===== src/design/plic_pkg.sv =====
// How it works
// RULE1: Sixteen program levels; fifteen is highest priority, zero lowest.
// RULE2: Level 14 internal, 13 to 10 vectored, 15 fast user, 9 to 0 software.
// RULE3: Program may set any level; devices may raise only 15 and 13 to 10.
// RULE4: Enable and detect masks are 16 bits; hardware changes only detect.
// RULE5: Running level is the highest level set in both masks.
// RULE6: Masks support read, full write, masked set and masked clear.
// RULE7: Reset clears the enable mask and selects level zero.
// RULE8: Interrupt on enables level switching and lights the interrupt lamp.
// RULE9: Interrupt off freezes the running level and darkens the lamp.
// RULE10: Four identify variants, one per vectored level 10 to 13.
// RULE11: Identify returns the device code in bits 0 to 8, upper bits zero.
// RULE12: No answer leaves accumulator alone and raises level 14 if enabled.
// RULE13: Slot order picks the answerer; request line stays until all served.
// RULE14: A device drops its request once it answers identification.
// RULE15: Up to 2048 device sources, each with its own code and priority.
// RULE16: Paging on makes the next instruction use translation.
// RULE17: Paging off removes translation and all protection.
// RULE18: Combined instructions switch paging and interrupt system together.
// RULE19: Set extended selects 24-bit addressing and sets status bit 13.
// RULE20: Reset extended selects 19-bit addressing and clears status bit 13.
// RULE21: Give up priority with interrupts off halts and lights operator lamp.
// RULE22: With interrupts on it clears own detect bit; ignored on level 0.
// RULE23: Monitor call raises level 14 and loads sign-extended parameter to T.
package plic_pkg;

    localparam int          NUM_LEVELS      = 16;
    localparam int          LVL_W           = 4;
    localparam int          WORD_W          = 16;
    localparam int          ID_CODE_W       = 9;
    localparam int          MON_PARAM_W     = 8;
    localparam int          STS_EXT_BIT     = 13;
    localparam logic [15:0] EXT_LEVEL_MASK  = 16'hBC00;
    localparam logic [3:0]  LVL_INTERNAL    = 4'hE;
    localparam logic [3:0]  LVL_ZERO        = 4'h0;
    localparam logic [3:0]  LVL_IDENT_BASE  = 4'hA;
    localparam logic [15:0] ENABLE_RST      = 16'h0000;
    localparam logic [15:0] DETECT_RST      = 16'h0000;
    localparam logic [3:0]  REG_DETECT      = 4'h6;
    localparam logic [3:0]  REG_ENABLE      = 4'h7;
    localparam int          CLK_PERIOD_NS   = 4;
    localparam int          IDENT_WAIT_NS   = 1000;
    localparam int          IDENT_WAIT_CYC  = IDENT_WAIT_NS / CLK_PERIOD_NS;

    typedef enum logic [3:0] {
        OP_NONE  = 4'h0,
        OP_RD    = 4'h1,
        OP_WR    = 4'h2,
        OP_MSET  = 4'h3,
        OP_MCLR  = 4'h4,
        OP_ION   = 4'h5,
        OP_IOF   = 4'h6,
        OP_IDENT = 4'h7,
        OP_PON   = 4'h8,
        OP_POF   = 4'h9,
        OP_PAGING_IRQ_ON  = 4'hA,
        OP_PAGING_IRQ_OFF  = 4'hB,
        OP_SEX   = 4'hC,
        OP_REX   = 4'hD,
        OP_WAIT  = 4'hE,
        OP_MON   = 4'hF
    } plic_op_t;

    typedef enum logic [1:0] {
        ST_IDLE  = 2'b00,
        ST_IDENT = 2'b01,
        ST_HALT  = 2'b10
    } plic_state_t;

    typedef struct packed {
        logic              valid;
        plic_op_t          op;
        logic [WORD_W-1:0] arg;
        logic [WORD_W-1:0] acc;
    } plic_instr_t;

endpackage : plic_pkg


===== src/design/plic_core.sv =====
`timescale 1ns/100ps
`default_nettype none
module plic_core
    import plic_pkg::*;
#(
    parameter int IDENT_WAIT = IDENT_WAIT_CYC
) (
    input  wire logic                 core_clk,
    input  wire logic                 rst,
    input  wire plic_instr_t          instr,
    input  wire logic [WORD_W-1:0]    ext_irq_req,
    input  wire logic                 ident_ack,
    input  wire logic [ID_CODE_W-1:0] ident_code,
    input  wire logic                 iox_err_en,
    input  wire logic                 console_continue,
    output logic                      instr_ready_r,
    output logic [WORD_W-1:0]         acc_out_r,
    output logic                      acc_we_r,
    output logic [WORD_W-1:0]         level_enable_mask_r,
    output logic [WORD_W-1:0]         level_detect_mask_r,
    output logic [LVL_W-1:0]          current_level_reg_r,
    output logic                      irq_sys_on_r,
    output logic                      paging_on_r,
    output logic                      extended_r,
    output logic                      operator_lamp_r,
    output logic                      ident_req_r,
    output logic [LVL_W-1:0]          ident_level_r,
    output logic [WORD_W-1:0]         t14_data_r,
    output logic                      t14_we_r
);

    localparam int CNT_W = $clog2(IDENT_WAIT + 1);

    if (IDENT_WAIT < 1) begin : g_bad_wait
        $error("IDENT_WAIT must be at least one cycle.");
    end

    // Highest level set in the mask, or level zero when none is set.
    function automatic logic [LVL_W-1:0] hi_lvl(input logic [WORD_W-1:0] m);
        hi_lvl = LVL_ZERO;
        for (int i = 0; i < NUM_LEVELS; i++) begin
            if (m[i]) begin
                hi_lvl = LVL_W'(i);                      // [RULE1]
            end
        end
    endfunction : hi_lvl

    function automatic logic [WORD_W-1:0] apply_op(
        input plic_op_t          op,
        input logic [WORD_W-1:0] old,
        input logic [WORD_W-1:0] acc
    );
        case (op)
            OP_WR:   apply_op = acc;
            OP_MSET: apply_op = old | acc;
            OP_MCLR: apply_op = old & ~acc;
            default: apply_op = old;
        endcase
    endfunction : apply_op

    plic_state_t       state_r, state_nxt;
    logic [CNT_W-1:0]  cnt_r, cnt_nxt;
    logic [WORD_W-1:0] en_nxt, det_nxt, hw_set;
    logic [WORD_W-1:0] acc_nxt, t14_nxt;
    logic [LVL_W-1:0]  cur_nxt, id_lvl_nxt;
    logic              acc_we_nxt, t14_we_nxt, on_nxt, pg_nxt, ext_nxt;
    logic              lamp_nxt, id_req_nxt, ready_nxt, take;
    logic              id_timeout;

    assign take = instr.valid && (state_r == ST_IDLE);
    assign id_timeout = (state_r == ST_IDENT) && !ident_ack
                        && (cnt_r == CNT_W'(IDENT_WAIT - 1));

    always_comb begin
        state_nxt  = state_r;
        cnt_nxt    = cnt_r;
        en_nxt     = level_enable_mask_r;
        det_nxt    = level_detect_mask_r;
        acc_nxt    = acc_out_r;
        acc_we_nxt = 1'b0;
        t14_nxt    = t14_data_r;
        t14_we_nxt = 1'b0;
        on_nxt     = irq_sys_on_r;
        pg_nxt     = paging_on_r;
        ext_nxt    = extended_r;
        lamp_nxt   = operator_lamp_r;
        id_req_nxt = ident_req_r;
        id_lvl_nxt = ident_level_r;
        // Devices may only reach their own levels; others are masked off.
        hw_set     = ext_irq_req & EXT_LEVEL_MASK;              // [RULE3]
        if (take) begin
            case (instr.op)
                OP_RD: begin
                    // Unknown register codes clear the accumulator.
                    case (instr.arg[3:0])
                        REG_DETECT: acc_nxt = level_detect_mask_r;
                        REG_ENABLE: acc_nxt = level_enable_mask_r;
                        default:    acc_nxt = '0;
                    endcase
                    acc_we_nxt = 1'b1;                           // [RULE6]
                end
                OP_WR, OP_MSET, OP_MCLR: begin
                    if (instr.arg[3:0] == REG_ENABLE) begin
                        en_nxt = apply_op(instr.op, level_enable_mask_r,
                                          instr.acc);            // [RULE4]
                    end
                    if (instr.arg[3:0] == REG_DETECT) begin
                        det_nxt = apply_op(instr.op, level_detect_mask_r,
                                           instr.acc);           // [RULE6]
                    end
                end
                OP_ION: begin
                    on_nxt = 1'b1;                               // [RULE8]
                end
                OP_IOF: begin
                    on_nxt = 1'b0;                               // [RULE9]
                end
                OP_IDENT: begin
                    state_nxt  = ST_IDENT;
                    cnt_nxt    = '0;
                    id_req_nxt = 1'b1;
                    id_lvl_nxt = LVL_IDENT_BASE
                                 + {2'b00, instr.arg[1:0]};      // [RULE10]
                end
                OP_PON: begin
                    pg_nxt = 1'b1;                               // [RULE16]
                end
                OP_POF: begin
                    pg_nxt = 1'b0;                               // [RULE17]
                end
                OP_PAGING_IRQ_ON: begin
                    pg_nxt = 1'b1;                               // [RULE18]
                    on_nxt = 1'b1;
                end
                OP_PAGING_IRQ_OFF: begin
                    pg_nxt = 1'b0;                               // [RULE18]
                    on_nxt = 1'b0;
                end
                OP_SEX: begin
                    ext_nxt = 1'b1;                              // [RULE19]
                end
                OP_REX: begin
                    ext_nxt = 1'b0;                              // [RULE20]
                end
                OP_WAIT: begin
                    if (!irq_sys_on_r) begin
                        state_nxt = ST_HALT;                     // [RULE21]
                        lamp_nxt  = 1'b1;
                    end else if (current_level_reg_r != LVL_ZERO) begin
                        det_nxt[current_level_reg_r] = 1'b0;     // [RULE22]
                    end
                end
                OP_MON: begin
                    hw_set[LVL_INTERNAL] = 1'b1;         // [RULE2] [RULE23]
                    t14_nxt = {{(WORD_W - MON_PARAM_W){instr.arg[7]}},
                               instr.arg[MON_PARAM_W-1:0]};
                    t14_we_nxt = 1'b1;
                end
                default: begin
                end
            endcase
        end
        case (state_r)
            ST_IDENT: begin
                cnt_nxt = cnt_r + CNT_W'(1);
                if (ident_ack) begin
                    // The winning slot answers; others keep requesting.
                    acc_nxt    = {{(WORD_W - ID_CODE_W){1'b0}},
                                  ident_code};           // [RULE11] [RULE15]
                    acc_we_nxt = 1'b1;                           // [RULE13]
                    id_req_nxt = 1'b0;
                    state_nxt  = ST_IDLE;
                end else if (id_timeout) begin
                    hw_set[LVL_INTERNAL] = hw_set[LVL_INTERNAL]
                                           | iox_err_en;         // [RULE12]
                    id_req_nxt = 1'b0;
                    state_nxt  = ST_IDLE;
                end
            end
            ST_HALT: begin
                if (console_continue) begin
                    lamp_nxt  = 1'b0;
                    state_nxt = ST_IDLE;
                end
            end
            default: begin
            end
        endcase
        // A hardware request wins over a program clear in the same cycle.
        det_nxt = det_nxt | hw_set;                              // [RULE4]
        // With switching off the running level is frozen.
        cur_nxt = irq_sys_on_r
                  ? hi_lvl(level_enable_mask_r & level_detect_mask_r)
                  : current_level_reg_r;                         // [RULE5]
        ready_nxt = (state_nxt == ST_IDLE);
    end

    always_ff @(posedge core_clk or posedge rst) begin
        if (rst) begin
            state_r             <= ST_IDLE;
            cnt_r               <= '0;
            level_enable_mask_r <= ENABLE_RST;                   // [RULE7]
            level_detect_mask_r <= DETECT_RST;
            current_level_reg_r <= LVL_ZERO;                     // [RULE7]
            acc_out_r           <= '0;
            acc_we_r            <= 1'b0;
            t14_data_r          <= '0;
            t14_we_r            <= 1'b0;
            irq_sys_on_r        <= 1'b0;
            paging_on_r         <= 1'b0;
            extended_r          <= 1'b0;
            operator_lamp_r     <= 1'b0;
            ident_req_r         <= 1'b0;
            ident_level_r       <= LVL_ZERO;
            instr_ready_r       <= 1'b1;
        end else begin
            state_r             <= state_nxt;
            cnt_r               <= cnt_nxt;
            level_enable_mask_r <= en_nxt;
            level_detect_mask_r <= det_nxt;
            current_level_reg_r <= cur_nxt;
            acc_out_r           <= acc_nxt;
            acc_we_r            <= acc_we_nxt;
            t14_data_r          <= t14_nxt;
            t14_we_r            <= t14_we_nxt;
            irq_sys_on_r        <= on_nxt;
            paging_on_r         <= pg_nxt;
            extended_r          <= ext_nxt;
            operator_lamp_r     <= lamp_nxt;
            ident_req_r         <= id_req_nxt;
            ident_level_r       <= id_lvl_nxt;
            instr_ready_r       <= ready_nxt;
        end
    end
endmodule : plic_core
`default_nettype wire


===== config.mk =====
export PLATFORM = sky130hd
export DESIGN_NAME = plic_core
export DESIGN_NICKNAME = d
export VERILOG_FILES = /design/src/design/plic_pkg.sv /design/src/design/plic_core.sv
export SDC_FILE = /design/constraint.sdc
export NUM_CORES = 1
export LEC_CHECK = 0
export ABC_CLOCK_PERIOD_IN_PS = 4800
export BUFFER_PORTS_ARGS = -buffer_cell sky130_fd_sc_hd__buf_2
export CAP_MARGIN = 10
export CELL_PAD_IN_SITES_DETAIL_PLACEMENT = 1
export CELL_PAD_IN_SITES_GLOBAL_PLACEMENT = 2
export CORE_ASPECT_RATIO = 0.9
export CORE_MARGIN = 1.5
export CORE_UTILIZATION = 32
export DETAILED_ROUTE_END_ITERATION = 8
export HOLD_SLACK_MARGIN = 0.12
export PLACE_DENSITY = 0.89
export SKIP_CTS_REPAIR_TIMING = 1
export SLEW_MARGIN = 20
export SYNTH_ARGS = -nofsm -noshare
export SYNTH_HDL_FRONTEND = slang
export SYNTH_SLANG_ARGS = --single-unit

===== constraint.sdc =====
create_clock -name core_clk -period 4.8 [get_ports core_clk]
set_clock_uncertainty 0.05 [all_clocks]
set_input_delay 0.96 -clock core_clk [delete_from_list [all_inputs] [get_ports core_clk]]
set_output_delay 0.96 -clock core_clk [all_outputs]
set_load 0.02 [all_outputs]

Yosys cells after proc, flatten, opt, wreduce, memory -nomap -nowiden
Index checks and enable logic that the tools add are counted.
{"block": "word_totals", "word_cells": 137, "reg_bits": 82}
{"block": "classes", "n_eq_ne": 20, "n_mux": 61, "n_reduce_logical": 26, "order_cmp": 2, "n_bitwise": 10, "n_addsub": 2}
{"cell": "two-way mux 16 bit", "n": 8}
{"cell": "one-hot mux 16 bit (3 select lines)", "n": 2}
{"cell": "AND 16 bit", "n": 4}
{"cell": "one-hot mux 16 bit (2 select lines)", "n": 2}
{"cell": "two-way mux 4 bit", "n": 14}
{"cell": "bitwise OR 16 bit", "n": 3}
{"cell": "equality test 4 bit, second input constant", "n": 8}
{"cell": "inverter 16 bit", "n": 2}
{"cell": "equality test 4 x 3 -> 1 bit, second input constant", "n": 6}
{"cell": "two-way mux 8 bit", "n": 3}
{"cell": "two-way mux 1 bit", "n": 21}
{"cell": "AND reduction 2 bit", "n": 6}
{"cell": "two-way mux 2 bit", "n": 5}
{"cell": "nonzero test 2 bit", "n": 5}
{"cell": "adder 8 x 1 -> 8 bit, second input constant", "n": 1}
{"cell": "equality test 4 x 2 -> 1 bit, second input constant", "n": 2}
{"cell": "equality test 8 bit, second input constant", "n": 1}
{"cell": "one-hot mux 2 bit (2 select lines)", "n": 2}
{"cell": "OR reduction 2 bit", "n": 4}
{"cell": "one-hot mux 1 bit (2 select lines)", "n": 3}
{"cell": "less-than comparator 4 x 5 -> 1 bit, second input constant", "n": 1}
{"cell": "adder 4 x 2 -> 4 bit, first input constant", "n": 1}
{"cell": "demux 1 bit (select 4 bit)", "n": 1}
{"cell": "equality test 4 x 1 -> 1 bit, second input constant", "n": 1}
{"cell": "11 further kinds", "n": 15}

Logic depth before layout (Yosys ltp)
{"block": "depth", "word_depth": 16, "depth_mapped": 9, "ltp_nobuf": 7}

Least setup slack after synthesis
OpenSTA, ideal clock, no wires.
{"block": "synth_timing", "path_kind": "input to register", "startpoint": "in instr[32] (netlist name)", "endpoint": "reg level_detect_mask_r[12]", "required_time_ns": 4.624, "path_buffers": 1, "arrival_ns": 2.109, "path_stages": 6, "slack_ns": 2.515, "cell_sequence": "and4b_2 > nand2_2 > buf_6 > nor4_1 > o221ai_1 > a221o_1"}
{"block": "synth_between", "elab_chain_len": 6}
{"element": "start: declaration", "line": "plic_core.sv:10", "source": "input wire plic_instr_t instr,"}
{"element": "equality test 4 x 3 -> 1 bit or equality test 4 x 2 -> 1 bit (tied branches)", "line": "plic_core.sv:53, plic_core.sv:92"}
{"element": "one-hot mux 16 bit (3 select lines)", "line": "plic_core.sv:53", "source": "case (op)"}
{"element": "two-way mux 16 bit", "line": "plic_core.sv:107", "source": "if (instr.arg[3:0] == REG_DETECT) begin"}
{"element": "one-hot mux 16 bit (2 select lines) (*)", "line": "plic_core.sv:92", "source": "case (instr.op)"}
{"element": "two-way mux 16 bit (*)", "line": "plic_core.sv:91", "source": "if (take) begin"}
{"element": "bitwise OR 16 bit (*)", "line": "plic_core.sv:190", "source": "det_nxt = det_nxt | hw_set;"}
{"element": "named net det_nxt[12]", "line": "plic_core.sv:63", "source": "logic [WORD_W-1:0] en_nxt, det_nxt, hw_set;"}
{"element": "end signal: assignment", "line": "plic_core.sv:220", "source": "level_detect_mask_r <= det_nxt;"}
{"element": "end: declaration", "line": "plic_core.sv:20", "source": "output logic [WORD_W-1:0] level_detect_mask_r,"}
The timed path passes the listed nets; every way through them passes the cells marked *.
A chain may end at the register's enable or synchronous reset.

Final worst setup path
{"block": "layout_timing", "startpoint": "in instr[19] (netlist name)", "endpoint": "reg level_enable_mask_r[10]"}
{"block": "layout_between", "elab_chain_len": 2}
{"element": "equality test 4 x 3 -> 1 bit", "line": "plic_core.sv:103", "source": "if (instr.arg[3:0] == REG_ENABLE) begin"}
{"element": "AND reduction 4 bit (no source line)"}
{"element": "end signal: assignment", "line": "plic_core.sv:219", "source": "level_enable_mask_r <= en_nxt;"}
{"element": "end: declaration", "line": "plic_core.sv:19", "source": "output logic [WORD_W-1:0] level_enable_mask_r,"}
Every way passes these cells.

==> flow_summary.ini <==
[setup_path]
r2r_cells = 8
crit_path_start_kind = input port
crit_arrival_ns = 2.96
startpoint = instr[19]
reg2reg_slack_ns = 2.26
worstPathMaxFanout = 17
cp-endpoint = level_enable_mask_r[10]
crit_type = in2reg
required_ns = 4.99
r2r_start = state_r[0]
cp-end-kind = register
worst_r2r_endpoint = level_enable_mask_r[10]

[grt]
grt_pass1_vias = 4237
use_met1_pct = 25.91
grt_pass1_wl_mm = 22.56
grt_max_degree = 48
grt_busiest_layer = met2
met3_usage_pct = 6.572
gr-usage-met2_pct = 33.15
overflow = 0
antenna_found_initial = 1
grt_use_total_pct = 20.05

[synth]
avgSynthCellArea_um2 = 9.777
synth-simple-area-share_pct = 15.55
synth_compound_area_share_pct = 26.46
ys_ff_latch = 82
yosys.area.top_type_share_pct = 46.90
synth_ff_type = dfrtp_1
synth_top_cell_by_area = dfrtp_1
synth_common_cells = dfrtp_1 (81), o21ai_0 (61), nand2_1 (50), a22o_1 (26), nor2_1 (23)
yosysSeqAreaShare_pct = 47.51
synth_area_leaders = dfrtp_1 (47%), o21ai_0 (7.1%), a22o_1 (5.3%)
synth_top_family_by_area = compound AO/OA/AOI/OAI gates
yosysUniqueCellTypes = 61
async_flop_share_pct = 100.0
syn_nets = 514
muxShareOfSynthArea_pct = 2.085
yosys_warnings = 0
yosysMostFrequentCell = dfrtp_1
synthAdderAreaFrac_pct = 1.448
synth_xor_area_share_pct = 1.216
synthCells = 442
synth_area_um2 = 4322
synth_edf_count = 0

[sta]
finalMaxSlewViolations = 0
fin_crit_ns = 2.772
setup_viol = 0
max_slew.worst_pin.slew_ns = 0.9708
relSlewSlack_pct = 35.28
fmax_ghz = 0.3608
fin_crit_sh_pct = 57.74
rsz0062_at_grt = false
setup_tns_ns = 0
hold_viol_final = 0

[placement]
hpwl_mm = 10.17
dp_cells = 702
portBuffers = 127
place_congestion = 0.8027

[final_layout]
final_net_count = 617
synthToLayoutAreaGrowth_pct = 21.86
drive_gt1_share_pct = 30.18
antenna_cells = 0
final_cells = 718

[clock_network]
htreeDepth = 3
cts-buffers-inserted = 9
clk_pin_slew_worst_paths_ns = 0.07
clock-sinks = 82
clockBufferDepth = 2
cts_root_buf = clkbuf_16
cts_tree = yes
insertion_delay_ns = 0.35

[pwr]
power_mw = 2.713
power.density_nw_per_um2 = 515.2
peakVddDrop_mv = 0.2969
leakagePower_nw = 2.423

[floorplanning]
design.die.area_um2 = 14210
die_y_um = 113.2
initial_utilization_pct = 32.58
die_width_um = 125.5
coreArea_um2 = 13260
io_pins = 147
rows = 40

[drt]
wirelength_mm = 13.86
viasPerCell = 5.597
drtIter0Drc = 183
wire_per_inst_um = 19.30
antenna_left = 0
drc = 0
drt-pass1-iter-count = 4
num_vias = 4019

[run_status]
status = completed

[run]
max_cap_violations = 0

[worst_hold_path]
hold_path.class = reg2reg
==> where the power goes <==
| group | internal (mW) | switching, mW | leakage (nW) |
|---|---|---|---|
| Combinational | 0.337 | 0.587 | 1.24 |
| Clock | 0.381 | 0.292 | 0.146 |
| Sequential | 0.894 | 0.223 | 1.04 |
| Total | 1.61 | 1.10 | 2.42 |
==> worst min path at each step <==
| stage | from | depth (start not counted) | to | slack (ns) |
|---|---|---|---|---|
| floorplan | cnt_r[6] | 1 | cnt_r[6] | 0.41 |
| global placement | ident_level_r[2] | 2 | ident_level_r[2] | 0.41 |
| detailed placement | ident_level_r[3] | 1 | ident_level_r[3] | 0.42 |
| CTS | ident_level_r[0] | 2 | ident_level_r[0] | 0.44 |
| global route | ident_level_r[3] | 1 | ident_level_r[3] | 0.44 |
| finish | ident_level_r[3] | 1 | ident_level_r[3] | 0.43 |
==> cell type report <==
class                   count  area, um^2
repair buffers            130       658.1
flip-flops and latches     82        2053
multi-input cells         313        2021
fillers                  1534        7996
clock buffers              11       252.7
clock inverters             5       36.28
well taps                 168       210.2
inverters                   9       35.03
==> registers in the layout, indices dropped and copies added (netlist names), 2 cells and up <==
register	count
level_enable_mask_r	16
current_level_reg_r	4
cnt_r	8
state_r	2
ident_level_r	4
t14_data_r	8
acc_out_r	16
level_detect_mask_r	16
==> per-stage QoR <==
step,util (%),instance area [um^2],hold slack [ns],setup slack (ns)
6_report,39.71,5266,0.4309,2.028
5_1_grt,39.71,5266,0.4430,1.889
4_1_cts,39.71,5266,0.4416,2.068
3_5_place_dp,37.53,4977,0.4243,1.700
3_3_place_gp,37.53,4977,0.4082,1.787
2_1_floorplan,-,4322,0.4077,1.683
==> cells by family (layout without fill, tap and decap cells) <==
family / Yosys count / count (layout)
simple gates: 135 / 135
mux: 8 / 8
buf+inv: 47 / 155
fa+ha+maj: 5 / 5
flops: 82 / 82
compound gates: 159 / 159
xor+xnor: 6 / 6
==> cells in the final DEF, fill, tap and decap left out, types with 2 or more instances in the layout <==
| master | n |
|---|---|
| o22ai_1 | 2 |
| xnor2_1 | 2 |
| nand4_1 | 2 |
| nand2b_1 | 6 |
| a221o_1 | 14 |
| o311a_1 | 2 |
| a221oi_1 | 8 |
| buf_4 | 3 |
| nand3_1 | 9 |
| buf_2 | 127 |
| and3_1 | 3 |
| inv_1 | 7 |
| and4b_1 | 2 |
| a32oi_1 | 2 |
| dfrtp_1 | 81 |
| nor2_1 | 23 |
| clkbuf_16 | 9 |
| a22o_1 | 26 |
| and3b_1 | 2 |
| a31oi_1 | 4 |
| o211ai_1 | 4 |
| nand2_1 | 50 |
| o31ai_1 | 3 |
| clkinv_2 | 3 |
| a21oi_1 | 8 |
| nor3_1 | 17 |
| ha_1 | 5 |
| mux2_2 | 8 |
| nor2b_1 | 2 |
| o21ai_0 | 61 |
| or3_1 | 2 |
| o221ai_1 | 10 |
| clkinv_4 | 2 |
| a22oi_1 | 2 |
| nor4b_1 | 2 |
| nor4_1 | 2 |
| clkbuf_8 | 2 |
| and2_1 | 5 |
| xor2_1 | 4 |
==> layer usage <==
| metal | wire length (um) | share of wire (%) |
|---|---|---|
| met5 | 12 | 0.087 |
| met4 | 101 | 0.73 |
| met3 | 1015 | 7.3 |
| met2 | 6639 | 48 |
| met1 | 6087 | 44 |
==> worst max-delay path, stage by stage <==
cell     delay [ns]
buf_2          0.11
and4b_1        0.23
buf_4          0.26
nand2_1        0.15
nor3_1         0.68
buf_4          0.27
o21ai_0        0.09
a22o_1         0.20
No activity file was read; power rests on OpenSTA's default activity.
